===== config.mk =====
export PLATFORM = sky130hd
export DESIGN_NAME = ixadd_top
export DESIGN_NICKNAME = d
export VERILOG_FILES = /design/src/verilog/ixadd_pkg.sv /design/src/verilog/ixadd_group.sv /design/src/verilog/ixadd_top.sv
export SDC_FILE = /design/constraint.sdc
export NUM_CORES = 1
export LEC_CHECK = 0
export BUFFER_PORTS_ARGS = -buffer_cell sky130_fd_sc_hd__buf_4
export CORE_MARGIN = 2
export CORE_UTILIZATION = 50
export CTS_CLUSTER_SIZE = 14
export DETAILED_ROUTE_END_ITERATION = 10
export PLACE_DENSITY = 0.85
export SETUP_SLACK_MARGIN = 0.02
export SYNTH_ARGS = -nofsm -noshare
export SYNTH_HDL_FRONTEND = slang
export SYNTH_HIERARCHICAL = 1
export SYNTH_SLANG_ARGS = --single-unit

===== constraint.sdc =====
create_clock -name I_MCLK -period 3.96 [get_ports I_MCLK]
set_input_delay 1.188 -clock I_MCLK [delete_from_list [all_inputs] [get_ports I_MCLK]]
set_output_delay 1.188 -clock I_MCLK [all_outputs]
set_load 0.02 [all_outputs]

===== src/verilog/ixadd_pkg.sv =====
// Constants shared by the index address adder
// Summary of operation
// - Each position forms the exclusive OR of its A and B inputs.
// - Sum is that exclusive OR with the incoming carry; carry touches only sum.
// - Propagate is high when A or B is one.
// - Generate is high only when A and B are both one.
// - Fifteen positions form three groups of five: 17-13, 12-8, 7-3.
// - Carries inside a group come from lookahead over lower positions, not ripple.
// - Position 12 gets its carry only from group lookahead.
// - Group lookahead decides carries into low positions of groups two and three.
// - Top carry out is combinational group lookahead from all three groups.
// - All lookahead uses position inputs only, never formed carries.
// - Top carry out serves as success for index transfer tests.
// - Memory-nullify forces position 3 to propagate.
// - Memory-nullify blocks the sum of position 3.
// - With the 24K split, position 4 also propagates and its sum is blocked.
// - Ones on all B decrement A; one on B position 17 increments A.
// - Zero tag: all-ones B plus carry into 17 leaves A unchanged.
// - A free-running latch captures the full result on every rising clock while I_RST_N is high; a low I_RST_N clears it on the clock.
// - A group passes a carry when generating, or propagating a lower carry.
package ixadd_pkg;
   localparam int IXADD_WIDTH  = 15;
   localparam int IXADD_GROUPS = 3;
   localparam int IXADD_GSIZE  = 5;
   // Vector index of positions 3 and 4 (index 0 is position 17)
   localparam int IXADD_POS3   = 14;
   localparam int IXADD_POS4   = 13;
   localparam logic [14:0] IXADD_ZERO = 15'h0000;
   localparam logic [14:0] IXADD_ONES = 15'h7fff;
   localparam logic [14:0] IXADD_ONE  = 15'h0001;
endpackage


===== src/verilog/ixadd_group.sv =====
// One five-position lookahead group of the index adder
module ixadd_group
   import ixadd_pkg::*;
#(
   parameter int N = IXADD_GSIZE
)(
   input  wire logic [N-1:0] i_a,
   input  wire logic [N-1:0] i_b,
   input  wire logic [N-1:0] i_force_p,
   input  wire logic         i_cin,
   output logic [N-1:0]      o_sum,
   output logic              o_any_gen,
   output logic              o_gen_or_prop
);
   logic [N-1:0] xo;
   logic [N-1:0] p;
   logic [N-1:0] g;
   logic [N-1:0] c;

   assign xo = i_a ^ i_b;
   assign p  = i_a | i_b | i_force_p;
   assign g  = i_a & i_b;

   always_comb
   begin
      c = '0;
      for (int k = 0; k < N; k++)
      begin
         logic t;
         logic pp;
         t  = i_cin;
         pp = 1'b1;
         for (int j = k - 1; j >= 0; j--)
         begin
            t  = t & p[j];
         end
         for (int j = k - 1; j >= 0; j--)
         begin
            t  = t | (g[j] & pp);
            pp = pp & p[j];
         end
         c[k] = t;
      end
   end
   assign o_sum = (xo & ~i_force_p) ^ (c & ~i_force_p);

   always_comb
   begin
      logic pp;
      pp            = 1'b1;
      o_any_gen     = |g;
      o_gen_or_prop = &p;
      for (int j = N - 1; j >= 1; j--)
      begin
         o_gen_or_prop = o_gen_or_prop | (g[j] & pp);
         pp = pp & p[j];
      end
   end
endmodule


===== src/verilog/ixadd_top.sv =====
// Index address adder with free-running result latch
module ixadd_top
   import ixadd_pkg::*;
(
   input  wire logic                   I_MCLK,
   input  wire logic                   I_RST_N,
   input  wire logic [IXADD_WIDTH-1:0] I_OPER_A,
   input  wire logic [IXADD_WIDTH-1:0] I_OPER_B,
   input  wire logic                   I_CARRY_IN,
   input  wire logic                   I_MEM_NULL,
   input  wire logic                   I_SPLIT_24K,
   output logic [IXADD_WIDTH-1:0]      O_RESULT,
   output logic                        O_TOP_CARRY
);
   typedef struct packed
   {
      logic [IXADD_WIDTH-1:0] result;
      logic                   carry;
   } ixadd_state_s;

   ixadd_state_s st_q;
   ixadd_state_s st_d;

   logic [IXADD_WIDTH-1:0]  force_p;
   logic [IXADD_WIDTH-1:0]  sum;
   logic [IXADD_GROUPS-1:0] any_gen;
   logic [IXADD_GROUPS-1:0] gen_or_prop;
   logic [IXADD_GROUPS:0]   gcin;
   logic                    adder_top_carry_out;
   logic [IXADD_WIDTH:0]    ref_c;
   logic [IXADD_WIDTH-1:0]  ref_sum;

   ////////////////////////////////////////////////////////////////////////
   // bypass forcing
   always_comb
   begin
      force_p = IXADD_ZERO;
      force_p[IXADD_POS3] = I_MEM_NULL;
      force_p[IXADD_POS4] = I_SPLIT_24K;
   end

   ////////////////////////////////////////////////////////////////////////
   // three groups of five
   genvar gi;
   generate
      for (gi = 0; gi < IXADD_GROUPS; gi++)
      begin : g_grp
         ixadd_group #(.N(IXADD_GSIZE)) u_grp (
            .i_a           (I_OPER_A[gi*IXADD_GSIZE +: IXADD_GSIZE]),
            .i_b           (I_OPER_B[gi*IXADD_GSIZE +: IXADD_GSIZE]),
            .i_force_p     (force_p[gi*IXADD_GSIZE +: IXADD_GSIZE]),
            .i_cin         (gcin[gi]),
            .o_sum         (sum[gi*IXADD_GSIZE +: IXADD_GSIZE]),
            .o_any_gen     (any_gen[gi]),
            .o_gen_or_prop (gen_or_prop[gi])
         );
      end
   endgenerate

   ////////////////////////////////////////////////////////////////////////
   // group lookahead and top carry
   always_comb
   begin
      gcin[0] = I_CARRY_IN;
      for (int k = 1; k <= IXADD_GROUPS; k++)
      begin
         logic t;
         t = I_CARRY_IN;
         for (int j = 0; j < k; j++)
         begin
            t = (t | any_gen[j]) & gen_or_prop[j];
         end
         gcin[k] = t;
      end
      adder_top_carry_out = gcin[IXADD_GROUPS];
   end

   ////////////////////////////////////////////////////////////////////////
   // blocked sums, plain binary add
   always_comb
   begin
      st_d        = st_q;
      st_d.result = sum;
      st_d.carry  = adder_top_carry_out;
   end

   always_ff @(posedge I_MCLK)
   begin
      if (!I_RST_N)
         st_q <= '0;
      else
         st_q <= st_d;
   end

   assign O_RESULT    = st_q.result;
   assign O_TOP_CARRY = st_q.carry;

   ////////////////////////////////////////////////////////////////////////
   // Ripple reference for the checks only
   always_comb
   begin
      ref_c    = '0;
      ref_sum  = IXADD_ZERO;
      ref_c[0] = I_CARRY_IN;
      for (int i = 0; i < IXADD_WIDTH; i++)
      begin
         ref_sum[i] = (I_OPER_A[i] ^ I_OPER_B[i] ^ ref_c[i]) & ~force_p[i];
         ref_c[i+1] = (I_OPER_A[i] & I_OPER_B[i])
            | ((I_OPER_A[i] | I_OPER_B[i] | force_p[i]) & ref_c[i]);
      end
   end

   ////////////////////////////////////////////////////////////////////////
   // latch follows adder
   chk_latch_follow: assert property (@(posedge I_MCLK) disable iff (!I_RST_N)
      1'b1 |=> O_RESULT == $past(sum))
      else $error("result latch missed adder output");
   chk_null_block: assert property (@(posedge I_MCLK) disable iff (!I_RST_N)
      I_MEM_NULL |=> !O_RESULT[IXADD_POS3])
      else $error("position 3 sum not blocked");
   chk_split_block: assert property (@(posedge I_MCLK) disable iff (!I_RST_N)
      I_SPLIT_24K |=> !O_RESULT[IXADD_POS4])
      else $error("position 4 sum not blocked");
   chk_sum_value: assert property (@(posedge I_MCLK) disable iff (!I_RST_N)
      !I_MEM_NULL && !I_SPLIT_24K |=> {O_TOP_CARRY, O_RESULT} ==
      16'({1'b0, $past(I_OPER_A)} + {1'b0, $past(I_OPER_B)} + 16'($past(I_CARRY_IN))))
      else $error("adder sum wrong");
   chk_zero_tag: assert property (@(posedge I_MCLK) disable iff (!I_RST_N)
      I_OPER_B == IXADD_ONES && I_CARRY_IN && !I_MEM_NULL && !I_SPLIT_24K
      |=> O_RESULT == $past(I_OPER_A) && O_TOP_CARRY)
      else $error("zero tag changed operand");
   chk_increment: assert property (@(posedge I_MCLK) disable iff (!I_RST_N)
      I_OPER_B == IXADD_ONE && !I_CARRY_IN && !I_MEM_NULL && !I_SPLIT_24K
      |=> O_RESULT == 15'($past(I_OPER_A) + IXADD_ONE))
      else $error("increment wrong");
   chk_null_carry: assert property (@(posedge I_MCLK) disable iff (!I_RST_N)
      I_MEM_NULL && !I_SPLIT_24K && !I_OPER_A[IXADD_POS3] && !I_OPER_B[IXADD_POS3]
      |=> O_TOP_CARRY == $past(sum[IXADD_POS4] != (I_OPER_A[IXADD_POS4]
      ^ I_OPER_B[IXADD_POS4]) ? (I_OPER_A[IXADD_POS4] | I_OPER_B[IXADD_POS4])
      : (I_OPER_A[IXADD_POS4] & I_OPER_B[IXADD_POS4])))
      else $error("carry not passed through position 3");
   chk_grp2_cin: assert property (@(posedge I_MCLK) disable iff (!I_RST_N)
      gcin[1] == (16'({1'b0, I_OPER_A[4:0]} + {1'b0, I_OPER_B[4:0]} +
      16'(I_CARRY_IN)) > 16'h001f))
      else $error("group two carry wrong");

   ////////////////////////////////////////////////////////////////////////
   // exclusive OR term
   chk_xor_low: assert property (@(posedge I_MCLK) disable iff (!I_RST_N)
      !I_CARRY_IN |-> sum[0] == (I_OPER_A[0] ^ I_OPER_B[0]))
      else $error("position 17 exclusive OR wrong");
   chk_xor_top: assert property (@(posedge I_MCLK) disable iff (!I_RST_N)
      !I_MEM_NULL && !ref_c[IXADD_POS3]
      |-> sum[IXADD_POS3] == (I_OPER_A[IXADD_POS3] ^ I_OPER_B[IXADD_POS3]))
      else $error("position 3 exclusive OR wrong");
   chk_carry_sum: assert property (@(posedge I_MCLK) disable iff (!I_RST_N)
      sum[0] == (I_OPER_A[0] ^ I_OPER_B[0] ^ I_CARRY_IN))
      else $error("position 17 sum ignores carry");
   chk_carry_only: assert property (@(posedge I_MCLK) disable iff (!I_RST_N)
      !I_OPER_A[0] && !I_OPER_B[0] |-> sum[1] == (I_OPER_A[1] ^ I_OPER_B[1]))
      else $error("carry leaked past idle position");
   chk_prop_pass: assert property (@(posedge I_MCLK) disable iff (!I_RST_N)
      I_CARRY_IN && (I_OPER_A[0] || I_OPER_B[0]) |-> sum[1] != (I_OPER_A[1] ^ I_OPER_B[1]))
      else $error("propagate did not pass carry");
   chk_prop_top: assert property (@(posedge I_MCLK) disable iff (!I_RST_N)
      ref_c[IXADD_POS3] && (I_OPER_A[IXADD_POS3] || I_OPER_B[IXADD_POS3] || I_MEM_NULL)
      |-> adder_top_carry_out)
      else $error("top propagate lost carry");
   chk_gen_both: assert property (@(posedge I_MCLK) disable iff (!I_RST_N)
      I_OPER_A[0] && I_OPER_B[0] |-> sum[1] != (I_OPER_A[1] ^ I_OPER_B[1]))
      else $error("generate missing");
   chk_gen_only: assert property (@(posedge I_MCLK) disable iff (!I_RST_N)
      !I_CARRY_IN && !(I_OPER_A[0] && I_OPER_B[0]) |-> sum[1] == (I_OPER_A[1] ^ I_OPER_B[1]))
      else $error("generate without both ones");
   chk_gen_top: assert property (@(posedge I_MCLK) disable iff (!I_RST_N)
      I_OPER_A[IXADD_POS3] && I_OPER_B[IXADD_POS3] |-> adder_top_carry_out)
      else $error("top generate missing");

   ////////////////////////////////////////////////////////////////////////
   // group three low position
   chk_grp3_low: assert property (@(posedge I_MCLK) disable iff (!I_RST_N)
      sum[2*IXADD_GSIZE] ==
      (I_OPER_A[2*IXADD_GSIZE] ^ I_OPER_B[2*IXADD_GSIZE] ^ gcin[2]))
      else $error("group three low sum wrong");
   chk_bit_sum: assert property (@(posedge I_MCLK) disable iff (!I_RST_N)
      sum == ref_sum)
      else $error("position sums wrong");
   chk_pos12_cin: assert property (@(posedge I_MCLK) disable iff (!I_RST_N)
      sum[IXADD_GSIZE] == (I_OPER_A[IXADD_GSIZE] ^ I_OPER_B[IXADD_GSIZE] ^ gcin[1]))
      else $error("position 12 carry not from group lookahead");
   chk_grp2_ref: assert property (@(posedge I_MCLK) disable iff (!I_RST_N)
      gcin[1] == ref_c[IXADD_GSIZE])
      else $error("carry into group two wrong");
   chk_grp3_ref: assert property (@(posedge I_MCLK) disable iff (!I_RST_N)
      gcin[2] == ref_c[2*IXADD_GSIZE])
      else $error("carry into group three wrong");
   chk_top_ref: assert property (@(posedge I_MCLK) disable iff (!I_RST_N)
      adder_top_carry_out == ref_c[IXADD_WIDTH])
      else $error("top carry wrong");
   chk_ones_carry: assert property (@(posedge I_MCLK) disable iff (!I_RST_N)
      (I_OPER_A | I_OPER_B) == IXADD_ONES && I_CARRY_IN |-> adder_top_carry_out)
      else $error("full propagate lost carry");
   chk_grp3_stop: assert property (@(posedge I_MCLK) disable iff (!I_RST_N)
      !gen_or_prop[2] |-> !adder_top_carry_out)
      else $error("top carry without group three propagate");
   chk_grp3_gen: assert property (@(posedge I_MCLK) disable iff (!I_RST_N)
      any_gen[2] && gen_or_prop[2] |-> adder_top_carry_out)
      else $error("group three generate lost");
   chk_zero_none: assert property (@(posedge I_MCLK) disable iff (!I_RST_N)
      I_OPER_A == IXADD_ZERO && I_OPER_B == IXADD_ZERO |-> !adder_top_carry_out)
      else $error("top carry with no operand bits");
   chk_top_latch: assert property (@(posedge I_MCLK) disable iff (!I_RST_N)
      1'b1 |=> O_TOP_CARRY == $past(adder_top_carry_out))
      else $error("latched top carry wrong");

   ////////////////////////////////////////////////////////////////////////
   // group generate passes
   chk_grp_gen: assert property (@(posedge I_MCLK) disable iff (!I_RST_N)
      any_gen[1] && gen_or_prop[1] |-> gcin[2])
      else $error("group two generate not passed");
   chk_grp_prop: assert property (@(posedge I_MCLK) disable iff (!I_RST_N)
      gcin[1] && gen_or_prop[1] |-> gcin[2])
      else $error("group two propagate not passed");
   chk_grp_stop: assert property (@(posedge I_MCLK) disable iff (!I_RST_N)
      !gen_or_prop[1] |-> !gcin[2])
      else $error("group two passed carry without propagate");
   chk_grp1_idle: assert property (@(posedge I_MCLK) disable iff (!I_RST_N)
      !any_gen[0] && !I_CARRY_IN |-> !gcin[1])
      else $error("group one carry from nothing");
   chk_grp1_stop: assert property (@(posedge I_MCLK) disable iff (!I_RST_N)
      !gen_or_prop[0] |-> !gcin[1])
      else $error("group one passed carry without propagate");
   chk_grp3_pass: assert property (@(posedge I_MCLK) disable iff (!I_RST_N)
      gcin[2] && gen_or_prop[2] |-> adder_top_carry_out)
      else $error("group three propagate not passed");

   ////////////////////////////////////////////////////////////////////////
   // position 3 sum blocked
   chk_null_sum: assert property (@(posedge I_MCLK) disable iff (!I_RST_N)
      I_MEM_NULL |-> !sum[IXADD_POS3])
      else $error("position 3 adder sum not blocked");
   chk_null_pass: assert property (@(posedge I_MCLK) disable iff (!I_RST_N)
      I_MEM_NULL && !I_OPER_A[IXADD_POS3] && !I_OPER_B[IXADD_POS3]
      |-> adder_top_carry_out == ref_c[IXADD_POS3])
      else $error("position 4 carry not at top");
   chk_null_gen: assert property (@(posedge I_MCLK) disable iff (!I_RST_N)
      I_MEM_NULL && I_OPER_A[IXADD_POS3] && I_OPER_B[IXADD_POS3] |-> adder_top_carry_out)
      else $error("forced position 3 lost generate");
   chk_split_sum: assert property (@(posedge I_MCLK) disable iff (!I_RST_N)
      I_SPLIT_24K |-> !sum[IXADD_POS4])
      else $error("position 4 adder sum not blocked");
   chk_split_pass: assert property (@(posedge I_MCLK) disable iff (!I_RST_N)
      I_SPLIT_24K && !I_MEM_NULL && !I_OPER_A[IXADD_POS4] && !I_OPER_B[IXADD_POS4]
      |-> sum[IXADD_POS3] ==
      (I_OPER_A[IXADD_POS3] ^ I_OPER_B[IXADD_POS3] ^ ref_c[IXADD_POS4]))
      else $error("carry not passed through position 4");
   chk_both_block: assert property (@(posedge I_MCLK) disable iff (!I_RST_N)
      I_MEM_NULL && I_SPLIT_24K |-> sum[IXADD_POS3:IXADD_POS4] == 2'h0)
      else $error("positions 3 and 4 not both blocked");
   chk_both_pass: assert property (@(posedge I_MCLK) disable iff (!I_RST_N)
      I_MEM_NULL && I_SPLIT_24K && !(I_OPER_A[IXADD_POS3] | I_OPER_B[IXADD_POS3])
      && !(I_OPER_A[IXADD_POS4] | I_OPER_B[IXADD_POS4])
      |-> adder_top_carry_out == ref_c[IXADD_POS4])
      else $error("carry not passed through positions 3 and 4");

   ////////////////////////////////////////////////////////////////////////
   // decrement value
   chk_decrement: assert property (@(posedge I_MCLK) disable iff (!I_RST_N)
      I_OPER_B == IXADD_ONES && !I_CARRY_IN && !I_MEM_NULL && !I_SPLIT_24K
      |=> O_RESULT == 15'($past(I_OPER_A) - IXADD_ONE))
      else $error("decrement wrong");
   chk_dec_carry: assert property (@(posedge I_MCLK) disable iff (!I_RST_N)
      I_OPER_B == IXADD_ONES && !I_CARRY_IN && !I_MEM_NULL && !I_SPLIT_24K
      |=> O_TOP_CARRY == ($past(I_OPER_A) != IXADD_ZERO))
      else $error("decrement carry wrong");
   chk_inc_carry: assert property (@(posedge I_MCLK) disable iff (!I_RST_N)
      I_OPER_B == IXADD_ONE && !I_CARRY_IN && !I_MEM_NULL && !I_SPLIT_24K
      |=> O_TOP_CARRY == ($past(I_OPER_A) == IXADD_ONES))
      else $error("increment carry wrong");
   chk_zero_carry: assert property (@(posedge I_MCLK) disable iff (!I_RST_N)
      I_OPER_B == IXADD_ONES && I_CARRY_IN && !I_MEM_NULL && !I_SPLIT_24K
      |-> adder_top_carry_out)
      else $error("zero tag carry missing");
   chk_result_ref: assert property (@(posedge I_MCLK) disable iff (!I_RST_N)
      1'b1 |=> O_RESULT == $past(ref_sum))
      else $error("latched result wrong");
   chk_reset_clear: assert property (@(posedge I_MCLK)
      !I_RST_N |=> O_RESULT == IXADD_ZERO && !O_TOP_CARRY)
      else $error("latch not cleared by reset");
endmodule


==> flow_summary.yaml <==
run_status:
  run_status: "completed"
finish:
  ff_latch_area_um2: 320
  area_of_combinational_cells_with_multiple_inputs_mm2: 0.00133
  share_of_layout_cells_above_drive_strength_1_pct: 25.2
  final_util_pct: 72.5
  layoutNonFillerInstCount: 330
  syn_to_final_growth_pct: 35.9
  finish.net_count: 352
  layout.filler_cells: 258
  postLayoutCellArea_mm2: 0.00223
  diodes: 0
setup_path:
  crit_path_launch_type: "input pin"
  worst_setup_endpoint: "O_RESULT[12]"
  arrival_ns: 3.43
  timing.critical_path.fanout_max: 5
  timing.setup.critical_path_class: "input pin to register"
  startpoint: "I_OPER_A[3]"
  critPathCaptureType: "register"
  critPathRequiredTime_ns: 4.16
detailed_routing:
  drtAntennaViolNets: 0
  detail_route.vias_per_cell: 4.54
  drt_iter0_drc: 22
  drt_pass1_iterations: 4
  remaining_design_rule_violation_count: 0
  route.final.wire_length_um: 3370
  wire_per_inst_um: 10.2
  via_count: 1497
global_routing:
  grt_pass1_vias: 1475
  grt_first_pass_wirelength_um: 5710
  overall_global_routing_resource_usage_pct: 20.1
  grt_max_degree: 17
  grt.overflow.total: 0
  antenna_found_initial: 0
sta:
  report.final.setup_viol: 0
  unrepaired_setup_endpoints_after_global_routing: "false"
  timing.final.crit_period_ns: 3.24
  timing.final.hold_violations: 0
  timing.final.crit_share_pct: 81.7
  fin_ws_ns: 0.724
  max_freq_ghz: 0.309
  report.final.slew_viol_count: 0
  timing.setup.tns_ns: 0
power_and_ir_drop:
  pwr_density_cell_mw_per_mm2: 224
  sequentialPowerShare_pct: 35.7
  leakagePower_nw: 1.28
  p_sw_mw: 0.158
  switching_share_pct: 31.7
  irDropWorstVdd_v: 0.000115
  p_int_mw: 0.341
  share_clk_of_total_power_pct: 21.9
  comb_power_share_pct: 42.4
clock_network:
  ctsHtreeMaxLevel: 1
  clkSlewWorstSetupHoldPaths_ns: 0.10
  numClockSinks: 16
  clockBufferDepth: 2
  post-cts-setup-buffer-count: 0
  cts_buffers: 3
  cts_root_buffer: "sky130_fd_sc_hd__clkbuf_4"
  ctsResizeCount: 0
  cts_tree: "built"
  cts_hold_buf: 0
floorplanning:
  floorplan.initialDensity_pct: 53.4
  core_region_area_mm2: 0.00308
  die_w_um: 61.3
  die_area_mm2: 0.00376
  number_of_placement_rows: 20
  ioPinCount: 51
  die_extent_in_y_um: 61.3
run:
  timing.max_cap.violations: 0
yosys:
  yosys-top-cells-count: "30 x sky130_fd_sc_hd__ha_1, 30 x sky130_fd_sc_hd__inv_1, 18 x sky130_fd_sc_hd__nor2_1"
  postSynth.asyncResetShare_pct: 0
  post-synth-top-area-cell: "sky130_fd_sc_hd__ha_1"
  ys_seq_area_share_pct: 19.5
  synth-seq-cells: 16
  synth_area_leaders: "sky130_fd_sc_hd__ha_1 23%, sky130_fd_sc_hd__dfxtp_1 19%, sky130_fd_sc_hd__inv_1 6.9%, sky130_fd_sc_hd__and2_1 5.7%, sky130_fd_sc_hd__nor2_1 4.1%"
  yosys_warnings: 6
  syn-instance-count: 199
  mappedNetlistArea_mm2: 0.00164
  yosys.area.top_type_share_pct: 22.8
  dominantRegCellSynth: "sky130_fd_sc_hd__dfxtp_1"
  synth_enable_flop_cells: 0
  synth_area_per_cell_um2: 8.26
  ys_types: 29
placed_design:
  hpwl_dp_um: 2950
  placedCellCount: 326
  routabilityCongestion: 0.838
  numPortBuffers: 50
  post-place-ws_ns: 0.421
  placement.cell_area_mm2: 0.00220
min_path:
  hold_path.class: "input pin to register"
## cells by family (layout without fill, tap and decap cells)
| kind of cell | after synthesis | in the layout | share of synthesized area, % |
|---|---|---|---|
| and+or+nand+nor | 78 | 78 | 27.9 |
| AOI/OAI and AO/OA | 28 | 28 | 12.3 |
| DFF | 16 | 16 | 19.5 |
| other | 1 | 35 | 0.228 |
| buffers and inverters | 31 | 84 | 7.16 |
| xor gates and xnor gates | 6 | 6 | 3.20 |
| muxes | 9 | 9 | 6.85 |
| adders and majority gates | 30 | 30 | 22.8 |
## routing by layer
metal | share of wire [%] | up-vias | GRT usage [%]
li1 | - | 782 | -
met3 | 3.5 | 4 | 2.52
met4 | 1.0 | 0 | 9.01
met2 | 52 | 31 | 38.4
met5 | 0 | - | 0
met1 | 43 | 680 | 21.6
## sequential cells by signal, summed over array words and instances, names as in the netlist
signal	cells
O_RESULT	15
O_TOP_CARRY	1
## worst min-delay path by stage
stage,slack (ns),cells past startpoint,startpoint,to
after global placement,1.52,2,I_RST_N,O_RESULT[14]
final,1.22,2,I_RST_N,O_RESULT[13]
after global routing,1.22,2,I_RST_N,O_RESULT[11]
after floorplan,1.31,1,I_RST_N,O_RESULT[10]
after CTS,1.22,2,I_RST_N,O_RESULT[13]
after detailed placement,1.52,2,I_RST_N,O_RESULT[8]
## power by group through the flow
stage,Combinational [mW],Sequential [mW],Clock (mW)
2_1_floorplan,0.121,0.198,0
3_3_place_gp,0.205,0.181,0
3_5_place_dp,0.212,0.182,0
4_1_cts,0.213,0.178,0.111
5_1_grt,0.238,0.179,0.121
6_report,0.212,0.178,0.109
## stage by stage
stage	power, mW	hold WS [ns]
floorplan	0.319	1.31
global placement	0.386	1.52
detailed placement	0.393	1.52
CTS	0.502	1.22
global route	0.538	1.22
finish	0.499	1.22
## critical path: stages
cell                       delay [ns]
sky130_fd_sc_hd__buf_4           0.11
sky130_fd_sc_hd__ha_1            0.22
sky130_fd_sc_hd__nor2_1          0.14
sky130_fd_sc_hd__a21boi_1        0.26
sky130_fd_sc_hd__nand2_1         0.08
sky130_fd_sc_hd__a31o_1          0.22
sky130_fd_sc_hd__o21a_1          0.17
sky130_fd_sc_hd__o21a_1          0.23
sky130_fd_sc_hd__a21o_1          0.18
sky130_fd_sc_hd__a21oi_1         0.14
sky130_fd_sc_hd__mux2_1          0.34
sky130_fd_sc_hd__and2_1          0.16
## placed cells by master (no fill, tap or decap), types with 6 or more instances in the layout
| master | Yosys | routed |
|---|---|---|
| sky130_fd_sc_hd__nand2_1 | 9 | 9 |
| sky130_fd_sc_hd__mux2_1 | 6 | 6 |
| sky130_fd_sc_hd__and2_1 | 15 | 15 |
| sky130_fd_sc_hd__nand2b_1 | 9 | 9 |
| sky130_fd_sc_hd__dfxtp_1 | 16 | 16 |
| sky130_fd_sc_hd__a21oi_1 | 9 | 9 |
| sky130_fd_sc_hd__inv_1 | 30 | 30 |
| sky130_fd_sc_hd__ha_1 | 30 | 30 |
| sky130_fd_sc_hd__conb_1 | 1 | 35 |
| sky130_fd_sc_hd__nor2b_1 | 6 | 6 |
| sky130_fd_sc_hd__xnor2_1 | 6 | 6 |
| sky130_fd_sc_hd__nor2_1 | 18 | 18 |
| sky130_fd_sc_hd__buf_4 | 0 | 50 |
## cell type report
cell class | count | share of cell area (%)
inverters | 30 | 5.04
clock buffers | 4 | 1.63
well taps | 44 | 2.47
flip-flops and latches | 16 | 14.3
multi-input cells | 186 | 59.7
repair buffers | 50 | 16.8
Power figures use the tool's default switching activity.
